$ cat config.mk
export PLATFORM = sky130hd
export DESIGN_NAME = uart_modem_status_irq
export DESIGN_NICKNAME = d
export VERILOG_FILES = /design/src/common/modem_irq_pkg.sv /design/src/core/uart_modem_status_irq.sv /design/src/core/modem_sync.sv /design/src/core/irq_prio_encode.sv
export SDC_FILE = /design/constraint.sdc
export NUM_CORES = 1
export LEC_CHECK = 0
export ABC_AREA = 1
export BUFFER_PORTS_ARGS = -buffer_cell sky130_fd_sc_hd__buf_2
export CORE_ASPECT_RATIO = 1.25
export CORE_MARGIN = 2
export CORE_UTILIZATION = 41
export DETAILED_ROUTE_END_ITERATION = 10
export PLACE_DENSITY = 0.66
export SLEW_MARGIN = 5
export SYNTH_ARGS = -nofsm -noshare
export SYNTH_HDL_FRONTEND = slang
export SYNTH_HIERARCHICAL = 1
export SYNTH_SLANG_ARGS = --single-unit
export TNS_END_PERCENT = 30
$ cat constraint.sdc
create_clock -name sys_clk -period 3.77 [get_ports sys_clk]
set_clock_uncertainty 0.1 [all_clocks]
set_input_delay 0.5655 -clock sys_clk [delete_from_list [all_inputs] [get_ports sys_clk]]
set_output_delay 0.5655 -clock sys_clk [all_outputs]
set_load 0.1 [all_outputs]
$ cat src/common/modem_irq_pkg.sv
// Package: register offsets, field positions, reset values and encodings for the modem status and interrupt block
//
// Notes on behaviour
// - Normal mode: status bits 7..4 are inverted CD, RI, DSR, CTS pins.
// - Loop-back: status 7,6,5,4 follow modem control bits 3,2,0,1.
// - CD, DSR, CTS change flags set on any change; cleared by status read.
// - RI change flag sets only on RI rising; cleared by status read.
// - Enable bits 7..4: CTS, RTS, Xoff interrupts and sleep; reset 0.
// - Enable bits 3..0: modem, line status, transmit, receive; reset 0.
// - Enable bits 7..4 are written only while enhanced bit 4 is set.
// - Re-enabling transmit interrupt gives no new one below threshold.
// - Interrupt output asserts while any enabled source is pending.
// - Ident bit 0 is 0 when pending, 1 when idle; read-only.
// - Ident bits 7 and 6 mirror FIFO enable bit.
// - Ident bit 5 flags RTS/CTS rise; bit 4 flags Xoff/special char.
// - Highest pending source reported; line status is top, code 011.
// - Time-out and receive share level 2; time-out also sets bit 3.
// - Transmit is level 3, bit 1 alone; modem is level 4, all zero.
// - Xoff level 5 shows bit 4; RTS/CTS rise level 6 shows bit 5.
// - Modem control bit 4 selects loop-back for the status inputs.
// - Modem control bit 3 low floats interrupt output; high drives it.
package modem_irq_pkg;
  // ----------------------------------------------------------------
  // Register byte addresses
  // ----------------------------------------------------------------
  localparam logic [7:0] ADDR_MODEM_STATUS  = 8'h00;
  localparam logic [7:0] ADDR_INT_ENABLE    = 8'h04;
  localparam logic [7:0] ADDR_INT_IDENT     = 8'h08;
  localparam logic [7:0] ADDR_MODEM_CONTROL = 8'h0c;
  localparam logic [7:0] ADDR_ENH_FEATURE   = 8'h10;
  localparam logic [7:0] ADDR_FIFO_CONTROL  = 8'h14;
  localparam logic [7:0] ADDR_SOURCES       = 8'h18;

  // ----------------------------------------------------------------
  // Field positions and reset values
  // ----------------------------------------------------------------
  localparam int MCR_LOOP_BIT   = 4;
  localparam int MCR_IRQEN_BIT  = 3;
  localparam int EFR_ENH_BIT    = 4;
  localparam int FCR_FIFOEN_BIT = 0;
  localparam int IER_CTS_BIT    = 7;
  localparam int IER_RTS_BIT    = 6;
  localparam int IER_XOFF_BIT   = 5;
  localparam int IER_SLEEP_BIT  = 4;
  localparam int IER_MODEM_BIT  = 3;
  localparam int IER_LINE_BIT   = 2;
  localparam int IER_THR_BIT    = 1;
  localparam int IER_RHR_BIT    = 0;
  localparam logic [7:0] IER_RESET  = 8'h00;
  localparam logic [7:0] MCR_RESET  = 8'h00;
  localparam logic [7:0] EFR_RESET  = 8'h00;
  localparam logic [7:0] FCR_RESET  = 8'h00;
  localparam logic [3:0] IER_HI_MASK = 4'hf;

  // ----------------------------------------------------------------
  // Identification codes, bits 5..0
  // ----------------------------------------------------------------
  localparam logic [5:0] ID_NONE    = 6'h01;
  localparam logic [5:0] ID_LINE    = 6'h06;
  localparam logic [5:0] ID_TIMEOUT = 6'h0c;
  localparam logic [5:0] ID_RHR     = 6'h04;
  localparam logic [5:0] ID_THR     = 6'h02;
  localparam logic [5:0] ID_MODEM   = 6'h00;
  localparam logic [5:0] ID_XOFF    = 6'h10;
  localparam logic [5:0] ID_FLOW    = 6'h20;

  typedef enum logic [2:0] {SRC_NONE, SRC_LINE, SRC_TIMEOUT, SRC_RHR, SRC_THR, SRC_MODEM, SRC_XOFF, SRC_FLOW} src_t;
endpackage : modem_irq_pkg

$ cat src/core/uart_modem_status_irq.sv
// Modem status, interrupt enable and interrupt identification for one UART channel
`timescale 1ns/1ps
`default_nettype none
module uart_modem_status_irq
  import modem_irq_pkg::*;
(
  input  wire logic        sys_clk,
  input  wire logic        nrst,
  // APB slave
  input  wire logic        psel,
  input  wire logic        penable,
  input  wire logic        pwrite,
  input  wire logic [7:0]  paddr,
  input  wire logic [31:0] pwdata,
  output logic      [31:0] prdata,
  output logic             pready,
  output logic             pslverr,
  // Modem pins, active low
  input  wire logic        cdN,
  input  wire logic        riN,
  input  wire logic        dsrN,
  input  wire logic        ctsN,
  // Event levels from the rest of the channel, same clock
  input  wire logic        lineErr,
  input  wire logic        rxTimeout,
  input  wire logic        rxReady,
  input  wire logic        txBelowThr,
  input  wire logic        xoffDetect,
  input  wire logic        rtsRise,
  input  wire logic        ctsRise,
  // Interrupt pin and its drive enable, plus loop-back and sleep enables
  output logic             irqOut,
  output logic             irqOe,
  output logic             loopbackEn,
  output logic             sleepEn
);
  // ----------------------------------------------------------------
  // State
  // ----------------------------------------------------------------
  logic [7:0]  ier_reg, ier_next;
  logic [7:0]  mcr_reg, mcr_next;
  logic [7:0]  efr_reg, efr_next;
  logic [7:0]  fcr_reg, fcr_next;
  logic [3:0]  delta_reg, delta_next;
  logic [3:0]  lvlPrev_reg, lvlPrev_next;
  logic        thrArm_reg, thrArm_next;
  logic        xoffFlag_reg, xoffFlag_next;
  logic        flowFlag_reg, flowFlag_next;
  logic [31:0] prdata_reg, prdata_next;
  logic        pready_reg, pready_next;
  logic        pslverr_reg, pslverr_next;
  logic        irqOut_reg, irqOut_next;
  logic        irqOe_reg, irqOe_next;
  logic        u_txPrev_reg, u_txPrev_next;

  logic [3:0]  pinSync;
  logic [3:0]  pinLevel;
  logic [3:0]  curLevel;
  logic [7:0]  msrValue;
  logic [7:0]  iirValue;
  logic [5:0]  idCode;
  src_t        source;
  logic        pending;
  logic        setup, wrIer, rdMsr, rdIir;

  // ----------------------------------------------------------------
  // Pin synchronisation
  // ----------------------------------------------------------------
  modem_sync #(.WIDTH(4)) u_sync (
    .sys_clk (sys_clk),
    .nrst    (nrst),
    .asyncIn ({cdN, riN, dsrN, ctsN}),
    .syncOut (pinSync)
  );

  function automatic logic isAddr(input logic [7:0] a, input logic [7:0] ref_a);
    return a == ref_a;
  endfunction : isAddr

  // Level order CD, RI, DSR, CTS matches status bits 7..4
  assign pinLevel = ~pinSync;
  always_comb
  begin
    if (mcr_reg[MCR_LOOP_BIT])
      curLevel = {mcr_reg[3], mcr_reg[2], mcr_reg[0], mcr_reg[1]};
    else
      curLevel = pinLevel;
  end
  assign msrValue = {curLevel, delta_reg};

  // ----------------------------------------------------------------
  // Bus decode
  // ----------------------------------------------------------------
  // Decode in the first access cycle; the effect and pready both land at the edge that ends it
  assign setup = psel && penable && !pready_reg;
  assign wrIer = setup && pwrite && isAddr(paddr, ADDR_INT_ENABLE);
  assign rdMsr = setup && !pwrite && isAddr(paddr, ADDR_MODEM_STATUS);
  assign rdIir = setup && !pwrite && isAddr(paddr, ADDR_INT_IDENT);

  // ----------------------------------------------------------------
  // Interrupt sources
  // ----------------------------------------------------------------
  irq_prio_encode u_prio (
    .lineReq    (ier_reg[IER_LINE_BIT] && lineErr),
    .timeoutReq (ier_reg[IER_RHR_BIT] && rxTimeout),
    .rhrReq     (ier_reg[IER_RHR_BIT] && rxReady),
    .thrReq     (ier_reg[IER_THR_BIT] && thrArm_reg),
    .modemReq   (ier_reg[IER_MODEM_BIT] && (delta_reg != 4'h0)),
    .xoffReq    (ier_reg[IER_XOFF_BIT] && xoffFlag_reg),
    .flowReq    ((ier_reg[IER_CTS_BIT] || ier_reg[IER_RTS_BIT]) && flowFlag_reg),
    .idCode     (idCode),
    .source     (source)
  );
  assign pending  = (source != SRC_NONE);
  assign iirValue = {fcr_reg[FCR_FIFOEN_BIT], fcr_reg[FCR_FIFOEN_BIT], idCode};

  // ----------------------------------------------------------------
  // Next state
  // ----------------------------------------------------------------
  always_comb
  begin
    ier_next      = ier_reg;
    mcr_next      = mcr_reg;
    efr_next      = efr_reg;
    fcr_next      = fcr_reg;
    delta_next    = delta_reg;
    lvlPrev_next  = curLevel;
    thrArm_next   = thrArm_reg;
    xoffFlag_next = xoffFlag_reg;
    flowFlag_next = flowFlag_reg;
    prdata_next   = 32'h0000_0000;
    pready_next   = setup;
    pslverr_next  = 1'b0;

    if (setup && pwrite)
    begin
      unique case (paddr)
        ADDR_INT_ENABLE:
        begin
          ier_next[3:0] = pwdata[3:0];
          if (efr_reg[EFR_ENH_BIT])
            ier_next[7:4] = pwdata[7:4];
        end
        ADDR_MODEM_CONTROL:
        begin
          mcr_next[4:0] = pwdata[4:0];
          if (efr_reg[EFR_ENH_BIT])
            mcr_next[7:5] = pwdata[7:5];
        end
        ADDR_ENH_FEATURE:  efr_next = pwdata[7:0];
        ADDR_FIFO_CONTROL: fcr_next = pwdata[7:0];
        ADDR_MODEM_STATUS, ADDR_INT_IDENT, ADDR_SOURCES: ;
        default:           pslverr_next = 1'b1;
      endcase
    end
    else if (setup)
    begin
      unique case (paddr)
        ADDR_MODEM_STATUS:  prdata_next = {24'h000000, msrValue};
        ADDR_INT_ENABLE:    prdata_next = {24'h000000, ier_reg};
        ADDR_INT_IDENT:     prdata_next = {24'h000000, iirValue};
        ADDR_MODEM_CONTROL: prdata_next = {24'h000000, mcr_reg};
        ADDR_ENH_FEATURE:   prdata_next = {24'h000000, efr_reg};
        ADDR_FIFO_CONTROL:  prdata_next = {24'h000000, fcr_reg};
        ADDR_SOURCES:       prdata_next = {29'h0, xoffFlag_reg, flowFlag_reg, thrArm_reg};
        default:            pslverr_next = 1'b1;
      endcase
    end

    // Clear on read first, so a change in the same cycle still sets
    if (rdMsr)
      delta_next = 4'h0;
    if (curLevel[3] != lvlPrev_reg[3])
      delta_next[3] = 1'b1;
    if (curLevel[2] && !lvlPrev_reg[2])
      delta_next[2] = 1'b1;
    if (curLevel[1] != lvlPrev_reg[1])
      delta_next[1] = 1'b1;
    if (curLevel[0] != lvlPrev_reg[0])
      delta_next[0] = 1'b1;

    // Transmit interrupt arms on entering below-threshold, not on re-enable
    if (!txBelowThr || (rdIir && source == SRC_THR))
      thrArm_next = 1'b0;
    if (txBelowThr && !thrArm_reg && !u_txPrev_reg)
      thrArm_next = 1'b1;

    if (rdIir && source == SRC_XOFF)
      xoffFlag_next = 1'b0;
    if (xoffDetect)
      xoffFlag_next = 1'b1;
    if (rdIir && source == SRC_FLOW)
      flowFlag_next = 1'b0;
    if ((rtsRise && ier_reg[IER_RTS_BIT]) || (ctsRise && ier_reg[IER_CTS_BIT]))
      flowFlag_next = 1'b1;

    if (!nrst)
    begin
      ier_next      = IER_RESET;
      mcr_next      = MCR_RESET;
      efr_next      = EFR_RESET;
      fcr_next      = FCR_RESET;
      delta_next    = 4'h0;
      lvlPrev_next  = 4'h0;
      thrArm_next   = 1'b0;
      xoffFlag_next = 1'b0;
      flowFlag_next = 1'b0;
      prdata_next   = 32'h0000_0000;
      pready_next   = 1'b0;
      pslverr_next  = 1'b0;
    end
  end

  // Previous below-threshold level; reset high so an empty FIFO after reset is no edge
  assign u_txPrev_next = nrst ? txBelowThr : 1'b1;

  // Interrupt pin: high while pending, floats when disabled
  always_comb
  begin
    irqOut_next = pending;
    irqOe_next  = mcr_reg[MCR_IRQEN_BIT];
    if (!nrst)
    begin
      irqOut_next = 1'b0;
      irqOe_next  = 1'b0;
    end
  end

  always_ff @(posedge sys_clk)
  begin
    ier_reg      <= ier_next;
    mcr_reg      <= mcr_next;
    efr_reg      <= efr_next;
    fcr_reg      <= fcr_next;
    delta_reg    <= delta_next;
    lvlPrev_reg  <= lvlPrev_next;
    thrArm_reg   <= thrArm_next;
    xoffFlag_reg <= xoffFlag_next;
    flowFlag_reg <= flowFlag_next;
    prdata_reg   <= prdata_next;
    pready_reg   <= pready_next;
    pslverr_reg  <= pslverr_next;
    irqOut_reg   <= irqOut_next;
    irqOe_reg    <= irqOe_next;
    u_txPrev_reg <= u_txPrev_next;
  end

  assign prdata     = prdata_reg;
  assign pready     = pready_reg;
  assign pslverr    = pslverr_reg;
  assign irqOut     = irqOut_reg;
  assign irqOe      = irqOe_reg;
  assign loopbackEn = mcr_reg[MCR_LOOP_BIT];
  assign sleepEn    = ier_reg[IER_SLEEP_BIT];

  // ----------------------------------------------------------------
  // Assertions
  // ----------------------------------------------------------------
  a_ier_high_lock: assert property (@(posedge sys_clk) disable iff (!nrst)
    (wrIer && !efr_reg[EFR_ENH_BIT]) |=> ier_reg[7:4] == $past(ier_reg[7:4]))
    else $error("interrupt enable upper bits changed while locked");
  a_ier_low_write: assert property (@(posedge sys_clk) disable iff (!nrst)
    wrIer |=> ier_reg[3:0] == $past(pwdata[3:0]))
    else $error("interrupt enable low bits not written");
  a_irq_follows: assert property (@(posedge sys_clk) disable iff (!nrst)
    $past(nrst) |-> irqOut == $past(pending))
    else $error("interrupt output does not follow pending");
  a_irq_drops: assert property (@(posedge sys_clk) disable iff (!nrst)
    (!pending ##1 !pending) |=> !irqOut)
    else $error("interrupt output stayed high with nothing pending");
  a_ident_idle: assert property (@(posedge sys_clk) disable iff (!nrst)
    iirValue[0] == !pending)
    else $error("ident bit 0 does not match pending");
  a_ident_mirror: assert property (@(posedge sys_clk) disable iff (!nrst)
    iirValue[7] == fcr_reg[0] && iirValue[6] == fcr_reg[0])
    else $error("ident bits 7 and 6 do not mirror fifo enable");
  a_line_top: assert property (@(posedge sys_clk) disable iff (!nrst)
    (ier_reg[IER_LINE_BIT] && lineErr) |-> idCode == ID_LINE)
    else $error("line status not reported first");
  a_loop_map: assert property (@(posedge sys_clk) disable iff (!nrst)
    mcr_reg[MCR_LOOP_BIT] |-> msrValue[7:4] == {mcr_reg[3], mcr_reg[2], mcr_reg[0], mcr_reg[1]})
    else $error("loop-back status mapping wrong");
  a_ri_rise_only: assert property (@(posedge sys_clk) disable iff (!nrst)
    ($fell(curLevel[2]) && !delta_reg[2]) |=> !delta_reg[2])
    else $error("ring flag set on falling edge");
  a_cd_change: assert property (@(posedge sys_clk) disable iff (!nrst)
    (curLevel[3] != lvlPrev_reg[3]) |=> delta_reg[3])
    else $error("carrier change flag not set");
  a_irq_enable: assert property (@(posedge sys_clk) disable iff (!nrst)
    $past(nrst) |-> irqOe == $past(mcr_reg[MCR_IRQEN_BIT]))
    else $error("interrupt output enable wrong");

  c_msr_read: cover property (@(posedge sys_clk) disable iff (!nrst) rdMsr && delta_reg != 4'h0);
  c_loopback: cover property (@(posedge sys_clk) disable iff (!nrst) mcr_reg[MCR_LOOP_BIT] && delta_reg[3]);
  c_thr_irq:  cover property (@(posedge sys_clk) disable iff (!nrst) source == SRC_THR ##1 irqOut);
  c_flow_irq: cover property (@(posedge sys_clk) disable iff (!nrst) source == SRC_FLOW);
endmodule : uart_modem_status_irq
`default_nettype wire

$ cat src/core/modem_sync.sv
// Two-stage synchroniser for a group of pin levels
`timescale 1ns/1ps
`default_nettype none
module modem_sync #(
  parameter int WIDTH = 4
) (
  input  wire logic             sys_clk,
  input  wire logic             nrst,
  input  wire logic [WIDTH-1:0] asyncIn,
  output logic      [WIDTH-1:0] syncOut
);
  logic [WIDTH-1:0] stage1_reg;
  logic [WIDTH-1:0] stage1_next;
  logic [WIDTH-1:0] stage2_reg;
  logic [WIDTH-1:0] stage2_next;

  initial
  begin
    if (WIDTH < 1) $error("modem_sync: WIDTH must be at least 1");
  end

  // Idle level of active-low pins is high, so reset to ones avoids a false change
  always_comb
  begin
    stage1_next = asyncIn;
    stage2_next = stage1_reg;
    if (!nrst)
    begin
      stage1_next = '1;
      stage2_next = '1;
    end
  end

  always_ff @(posedge sys_clk)
  begin
    stage1_reg <= stage1_next;
    stage2_reg <= stage2_next;
  end

  assign syncOut = stage2_reg;
endmodule : modem_sync
`default_nettype wire

$ cat src/core/irq_prio_encode.sv
// Priority encoder from pending sources to identification code
`timescale 1ns/1ps
`default_nettype none
module irq_prio_encode
  import modem_irq_pkg::*;
(
  input  wire logic       lineReq,
  input  wire logic       timeoutReq,
  input  wire logic       rhrReq,
  input  wire logic       thrReq,
  input  wire logic       modemReq,
  input  wire logic       xoffReq,
  input  wire logic       flowReq,
  output logic      [5:0] idCode,
  output var src_t        source
);
  always_comb
  begin
    source = SRC_NONE;
    idCode = ID_NONE;
    if (lineReq)
    begin
      source = SRC_LINE;
      idCode = ID_LINE;
    end
    else if (timeoutReq)
    begin
      source = SRC_TIMEOUT;
      idCode = ID_TIMEOUT;
    end
    else if (rhrReq)
    begin
      source = SRC_RHR;
      idCode = ID_RHR;
    end
    else if (thrReq)
    begin
      source = SRC_THR;
      idCode = ID_THR;
    end
    else if (modemReq)
    begin
      source = SRC_MODEM;
      idCode = ID_MODEM;
    end
    else if (xoffReq)
    begin
      source = SRC_XOFF;
      idCode = ID_XOFF;
    end
    else if (flowReq)
    begin
      source = SRC_FLOW;
      idCode = ID_FLOW;
    end
  end
endmodule : irq_prio_encode
`default_nettype wire

# --- Word level (Yosys, flattened, before mapping) ---
# Index checks and enable logic that the tools add are counted.
word_totals:
  latchBits: 0
  ram_bits: 0
  reg_bits: 88
  memories: 0
  out_inout_bits: 38
  wordCells: 115
  mem_bits_ro: 0
  input_bits: 56
classes:
  bitwise_logic: 3
  shifts: 0
  addsub: 0
  muxes: 30
  eq_ne: 12
  div_mod_pow: 0
  n_lt_le_gt_ge: 0
  n_mul: 0
  reduce_logical: 48
ops:
  columns: ["op", "count"]
  rows:
  - ["8-bit one-hot mux with 7 select lines", 1]
  - ["6-bit 2-to-1 mux", 7]
  - ["8-bit by 5-bit equality test with 1-bit output (second input constant)", 3]
  - ["1-bit logical AND", 21]
  - ["3-bit 2-to-1 mux", 7]
  - ["8-bit by 4-bit equality test with 1-bit output (second input constant)", 2]
  - ["2-bit nonzero test", 7]
  - ["1-bit 2-to-1 mux", 13]
  - ["3-bit equality test (second input constant)", 3]
  - ["8-bit by 3-bit equality test with 1-bit output (second input constant)", 1]
  - ["8-bit zero test", 1]
  - ["4-bit 2-to-1 mux", 2]
  - ["2-bit AND reduction", 4]
  - ["7-bit OR reduction", 1]
  - ["1-bit zero test", 6]
  - ["3-bit AND reduction", 2]
  - ["4-bit NOT", 1]
  - ["4-bit nonzero test", 1]
  - ["1-bit logical OR", 3]
  - ["1-bit != test", 3]
  - ["3-bit nonzero test", 1]
  - ["3-bit OR reduction", 1]
  - ["1-bit NOT", 2]

# --- Depth between registers and ports, before layout ---
# Gate-level depths: netlist of the first run.
logic_depth:
  word_depth: 14
  depth_mapped: 11
  ltp_nobuf: 11

# --- Cells and area by module ---
# Netlist of the first run, hierarchy kept.
modules_own_cells:
  columns: ["module", "area_per_inst_um2", "cells_per_inst", "instances", "seq_area_each_um2"]
  rows:
  - ["uart_modem_status_irq", 2768.9, 410, 1, 1121.1]
  - ["modem_sync", 225.2, 25, 1, 160.2]
  - ["irq_prio_encode", 146.4, 25, 1, 0.0]

# --- Worst setup path before layout of the first run ---
# Ideal clock, no wire load.
synth_path:
  kind: "register to register"
  startpoint: "reg mcr_reg[4]"
  endpoint: "reg prdata_reg[6], in the netlist prdata[6]"
  synth_period_minus_slack_ns: 1.997
  arrival_time_ns: 1.783
  required_time_ns: 3.556
  n_path_buf: 0
  setup_time_ns: 0.114
  path_stages_with_launch: 8
  slack_ns: 1.773
  cell_sequence: "dfxtp_1 inv_1 o21ai_0 inv_1 nand2_1 nand3_1 nor2_1 nor2_1"
synth_via:
  elab_chain_len: 2
synth_rtl:
  columns: ["element", "line", "rtl"]
  rows:
  - ["start: declaration", "uart_modem_status_irq.sv:41", "logic [7:0] mcr_reg, mcr_next;"]
  - ["start signal: assignment", "uart_modem_status_irq.sv:232", "mcr_reg <= mcr_next;"]
  - ["4-bit 2-to-1 mux", "uart_modem_status_irq.sv:84", "if (mcr_reg[MCR_LOOP_BIT])"]
  - ["8-bit one-hot mux with 7 select lines", "uart_modem_status_irq.sv:158", "unique case (paddr)"]
  - ["end signal: assignment", "uart_modem_status_irq.sv:240", "prdata_reg <= prdata_next;"]
  - ["end: declaration", "uart_modem_status_irq.sv:49", "logic [31:0] prdata_reg, prdata_next;"]
# No other way between the ends.
# A chain may end at the register's enable or synchronous reset.

# --- Final worst setup path of the first run ---
layout_path:
  startpoint: "reg mcr_reg[4]"
  endpoint: "out loopbackEn"
layout_lines:
  columns: ["element", "line", "rtl"]
  rows:
  - ["end: declaration", "uart_modem_status_irq.sv:34", "output logic loopbackEn,"]
# No word-level cell between the ends.

==> results of run 1 <==
## power groups by stage
stage | clock (mW) | sequential [mW] | combinational [mW]
floorplan | 0 | 0.713 | 0.163
global placement | 0 | 0.708 | 0.180
detailed placement | 0 | 0.708 | 0.182
CTS | 0.671 | 0.693 | 0.182
global route | 0.707 | 0.694 | 0.194
finish | 0.662 | 0.693 | 0.182
## cell type report
class / instances / area [sq um]
clock buffer: 12 / 155
clock inverter: 3 / 65.1
fill: 785 / 3830
inverter: 59 / 223
multi-input combinational: 329 / 1510
sequential: 64 / 1280
tap: 92 / 115
timing repair buffer: 45 / 225
## kinds of logic (layout without fill, tap and decap cells)
family                    Yosys count  in the layout
AOI/OAI and AO/OA                  54             54
xor gates and xnor gates            3              3
other                               1             24
buffers and inverters              90            119
and+or+nand+nor                   248            248
DFF                                64             64
## worst paths after layout
| check | cells past startpoint | from | endpoint | slack [ns] |
|---|---|---|---|---|
| setup / recovery | 1 | mcr_reg[4] | loopbackEn | 1.78 |
| hold / removal | 3 | dsrN | u_sync/stage1_reg[1] | 0.29 |
| setup reg to reg | 9 | delta_reg[0] | xoffFlag_reg | 1.85 |
| hold reg to reg | 2 | u_sync/stage1_reg[3] | u_sync/syncOut[3] | 0.30 |
## worst min-delay path, stage by stage
cell and delay (ns):
buf_2 0.07, inv_1 0.03, nand2_1 0.04
## per-layer routing
metal  wire, um  share of wire (%)  up-vias
li1           -                  -     1472
met1       3190                 43     1210
met2       3720                 51       73
met3        307                4.2       10
met4        120                1.6        0
met5          0                  0        -
## stage by stage
| stage | total power, mW | hold WS, ns |
|---|---|---|
| 6_report | 1.54 | 0.287 |
| 5_1_grt | 1.59 | 0.276 |
| 4_1_cts | 1.55 | 0.277 |
| 3_5_place_dp | 0.890 | 0.287 |
| 3_3_place_gp | 0.888 | 0.285 |
| 2_1_floorplan | 0.876 | 0.280 |
## cells in the final DEF (no fill, tap or decap), drive strengths merged
| cell | count |
|---|---|
| a211oi | 1 |
| a21oi | 13 |
| a22o | 1 |
| a31oi | 1 |
| buf | 45 |
| bufinv | 2 |
| clkbuf | 12 |
| clkinv | 2 |
| conb | 24 |
| dfxtp | 64 |
| inv | 58 |
| nand2 | 104 |
| nand3 | 33 |
| nor2 | 106 |
| nor3 | 5 |
| o211ai | 1 |
| o21a | 1 |
| o21ai | 35 |
| o41a | 1 |
| xnor2 | 3 |
==> summary.md, run 1 <==
| Metric | Value |
|---|---|
| Status | completed |
| Initial antenna violation count | 0 |
| NetSw | 420 uW |
| Largest family of logic cells by synthesized area | simple AND/OR/NAND/NOR gates |
| Vias in the first global route | 2,476 |
| Crit start category | register |
| H-tree depth | 3 |
| M3 GR Usage | 4.77% |
| Max Slew Vio Count | 0 |
| Switch share | 27.3% |
| Ratio of cells with drive above 1 in the final layout | 18.0% |
| Number of CTS-inserted buffers | 9 |
| Hold Buf Count CTS | 0 |
| Number of buffer cells added on primary ports | 45 |
| CP required | 3.10 ns |
| Largest net degree at the start of global routing | 45 |
| First-pass GRT wire length | 11.8 mm |
| Detailed-route via count | 2,765 |
| Placement-stage cell area | 3350 sq um |
| FFs w/ async S/R, synth | 0% |
| Final setup viols | 0 |
| Flops & latches, synth | 64 |
| Avg Cell Area, Syn | 6.83 sq um |
| Die W | 82.3 um |
| Area delta synth->final | 13.8% |
| Final ANT Viol Nets | 0 |
| Leak | 1.76 nW |
| Cells after synthesis | 460 |
| Met1 usage | 22.6% |
| CTS max path bufs | 2 |
| Tmin final | 1.99 ns |
| Final WL | 7.34 mm |
| Setup slack after placement | 1.60 ns |
| Internal | 1.12 mW |
| Clk pwr share | 43.1% |
| Die H | 102 um |
| Iter 0 DRT Violations | 154 |
| Final Hold Fails | 0 |
| Slowest cell on crit path | buf_2 |
| Setup WS post-layout | 1.78 ns |
| Seq/Total Area, Yosys | 40.8% |
| Die ar. | 8380 sq um |
| Prevailing post-synth register cell | dfxtp_1 |
| Detailed Routing Iterations Pass 1 | 4 |
| Non-filler cells, final | 604 |
| PwrDens | 430 nW/um^2 |
| IO Pins | 94 |
| Util after Layout | 48.3% |
| CORE AREA | 7400 sq um |
| Syn. warnings | 6 |
| Detail Placement HPWL | 5.54 mm |
| ANT cells | 0 |
| Post-cts sizing count | 0 |
| Simple-gate share of the synthesized area | 35.0% |
| Clock slew at reported path FFs | 0.07 ns |
| Grt met2 use | 31.7% |
| Final cycle utilization of the critical path | 52.7% |
| Synth unique cells | 27 |
| CTS tree | built |
| Wire per inst | 12.2 um |
| Crit-path max cell delay | 0.50 ns |
| CP top delay family | buffers and inverters |
| Final GP Congestion | 0.859 |
| Mapped Area | 3140 sq um |
| # Post-CTS Setup Buffers | 0 |
| Clock tree sinks | 64 |
| Cells along the critical path | buf_2 |
| Crit Path Class | reg -> out |
| Synth top area share | 40.8% |
| Grt peak-use layer | met2 |
| Mux share of post-synthesis cell area | 0% |
| GR Util All Layers | 18.8% |
| Fmax | 503 MHz |
| Max VDD drop | 0.193 mV |
| Worst Path Buf+Inv | 1 |
| Worst Path Arrival | 1.32 ns |
| Post-synth EDFFs | 0 |
| TNS Setup | 0 ns |
| Min-delay worst type | in -> reg |
| Rel. slew slack | 47.2% |
| Root buf cell | clkbuf_8 |
| Synth area leader | dfxtp_1 |
| DRC viols | 0 |
| Initial Util | 42.4% |
| Post-synth top cells | nand2_1, nor2_1, dfxtp_1 |
| Gate power share | 11.9% |
| Compound-cell area share of the yosys netlist | 9.40% |
| Design area | 3570 sq um |
| Setup crit end kind | output pin |
| Clk_lat worst skew | 0.35 ns |
| Synth top area cells | dfxtp_1, nand2_1, nor2_1 |
| # nets final | 564 |
| CP max FO | 9 |
| Xor/xnor share of the synthesized area | 0.837% |
| Sequential share of power | 45.1% |
| Post-synthesis adder-cell area fraction | 0% |
| Row count | 35 |
| RSZ-0062 raised after global routing | false |
| Placed cell count | 589 |
| Overflow after GRT | 0 |
| Via/cell ratio | 4.58 |
| MaxCap Viol Count | 0 |
| Slew @ Worst Pin | 0.788 ns |
Note: power is estimated with default switching activity, not from simulation.
==> inputs of run 2 (changes only) <==
- PLACE_DENSITY: 0.66 -> 0.68
- clock period: 3.77 -> 1.6 ns (I/O delays scaled with it)
==> summary.md, run 2 (synthesis results as in run 1) <==
| Metric | Value |
|---|---|
| H-tree depth | 3 |
| GR Util All Layers | 20.1% |
| Violated checks | setup timing |
| Hold Path Cell Cnt | 3 |
| Slowest cell on crit path | o41a_1 |
| Via/cell ratio | 4.72 |
| MaxCap Viol Count | 0 |
| Die H | 102 um |
| Clock tree sinks | 64 |
| Crit Path Class | reg -> reg |
| Final cycle utilization of the critical path | 110% |
| Final Hold Fails | 0 |
| Leak | 1.94 nW |
| Min-delay worst type | in -> reg |
| Number of buffer cells added on primary ports | 45 |
| Final GP Congestion | 0.901 |
| IO Pins | 94 |
| CORE AREA | 7400 sq um |
| RSZ-0062 raised after global routing | true |
| Fill cell count | 732 |
| Worst Path Arrival | 1.90 ns |
| Commonest non-fill, non-tap cells in the layout | nand2_1, nor2_1, dfxtp_1 |
| Non-filler cells, final | 637 |
| Area occupied by registers | 1280 sq um |
| Max VDD drop | 0.408 mV |
| Vias in the first global route | 2,778 |
| Fmax | 569 MHz |
| Row count | 35 |
| CP max FO | 3 |
| Clock slew at reported path FFs | 0.08 ns |
| Detailed-route via count | 3,009 |
| Cells along the critical path | o41a_1 > nor2_4 > nand2_1 > a21oi_2 > nand2_1 > nor2_1 > nand3_1 > a21oi_1 > nor2_1 |
| Detailed Routing Iterations Pass 1 | 5 |
| Final ANT Viol Nets | 0 |
| Setup WS post-layout | -0.158 ns |
| Initial Util | 42.4% |
| ANT cells | 0 |
| # nets final | 596 |
| Ratio of cells with drive above 1 in the final layout | 23.1% |
| CP required | 1.74 ns |
| Tmin final | 1.76 ns |
| Clk_lat worst skew | 0.35 ns |
| Number of CTS-inserted buffers | 9 |
| Final WL | 7.81 mm |
| Die ar. | 8380 sq um |
| Detail Placement HPWL | 5.99 mm |
| Die W | 82.3 um |
| Max Slew Vio Count | 0 |
| Crit-path max cell delay | 0.47 ns |
| Root buf cell | clkbuf_8 |
| CTS max path bufs | 2 |
| Crit start category | register |
| Iter 0 DRT Violations | 186 |
| Overflow after GRT | 0 |
| TNS Setup | -0.423 ns |
| Status | finished with violations |
| Register-to-Register Path Depth | 9 |
| First-pass GRT wire length | 12.8 mm |
| Setup crit end kind | register |
| Initial antenna violation count | 0 |
| Util after Layout | 52.6% |
| Placed cell count | 616 |
| Largest net degree at the start of global routing | 42 |
| Wire per inst | 12.3 um |
| Area delta synth->final | 23.9% |
| Area of the multi-input gates | 1520 sq um |
| CTS tree | built |
| PwrDens | 977 nW/um^2 |
| DRC viols | 0 |
| Final setup viols | 7 |
[run 2: changes by cell type in the layout (fill, tap and decap cells not counted), moves of 2 or more]
cell	delta
dlygate4sd3_1	+5
clkinvlp_4	+2
clkbuf_8	-2
a21oi_1	-2
a21oi_2	+2
buf_12	+2
dfxtp_1	-2
buf_4	+25
o21ai_0	-2
o21ai_1	+2
dfxtp_2	+2
[run 2: metal layers]
layer,global-route usage (%),share of wire (%)
met1,23.6,41
met4,9.10,3.3
met3,5.21,4.9
met5,0,0
met2,33.9,51
[run 2: worst paths after layout]
kind / start / end / slack [ns]
max: delta_reg[0] / xoffFlag_reg / -0.16
min reg2reg: u_sync/stage1_reg[3] / u_sync/syncOut[3] / 0.30
max reg2reg: delta_reg[0] / xoffFlag_reg / -0.16
min: xoffDetect / xoffFlag_reg / 0.02
[run 2: worst max-delay path: cells and delay by family (launching register included)]
kind / cells / cell delay, ns
compound gates: 3 / 0.77
simple gates: 6 / 0.46
flops: 1 / 0.31
[run 2: final cells by class]
| cell class | instances | area share [%] |
|---|---|---|
| clock buffers | 9 | 3.18 |
| well taps | 92 | 2.96 |
| inverters | 59 | 5.72 |
| multi-input cells | 329 | 39.1 |
| clock inverters | 7 | 3.05 |
| repair buffers | 77 | 13.0 |
| flip-flops and latches | 64 | 33.0 |
[run 2: through the flow]
step	cell area (sq um)	setup WS [ns]	hold slack [ns]	power (mW)
finish	3890	-0.158	0.0193	3.80
global route	3890	-0.239	0.0186	3.91
CTS	3890	-0.149	0.00333	3.82
detailed placement	3580	-0.171	0.288	2.13
global placement	3580	-0.150	0.286	2.12
floorplan	3230	-0.129	0.225	2.06
[run 2: what timing repair did]
action / in CTS / in global routing
endpoints found under the hold margin: 5 / 0
pin swaps: 7 / 1
gates resized for setup: 5 / 1
endpoints found under the setup margin: 7 / 8
setup buffers: 0 / 0
hold buffers: 5 / 0
[run 2: where the power goes]
part / switching [mW] / internal [mW]
clock: 0.666 / 1.04
sequential: 0.00991 / 1.62
combinational: 0.381 / 0.0923
total: 1.06 / 2.75
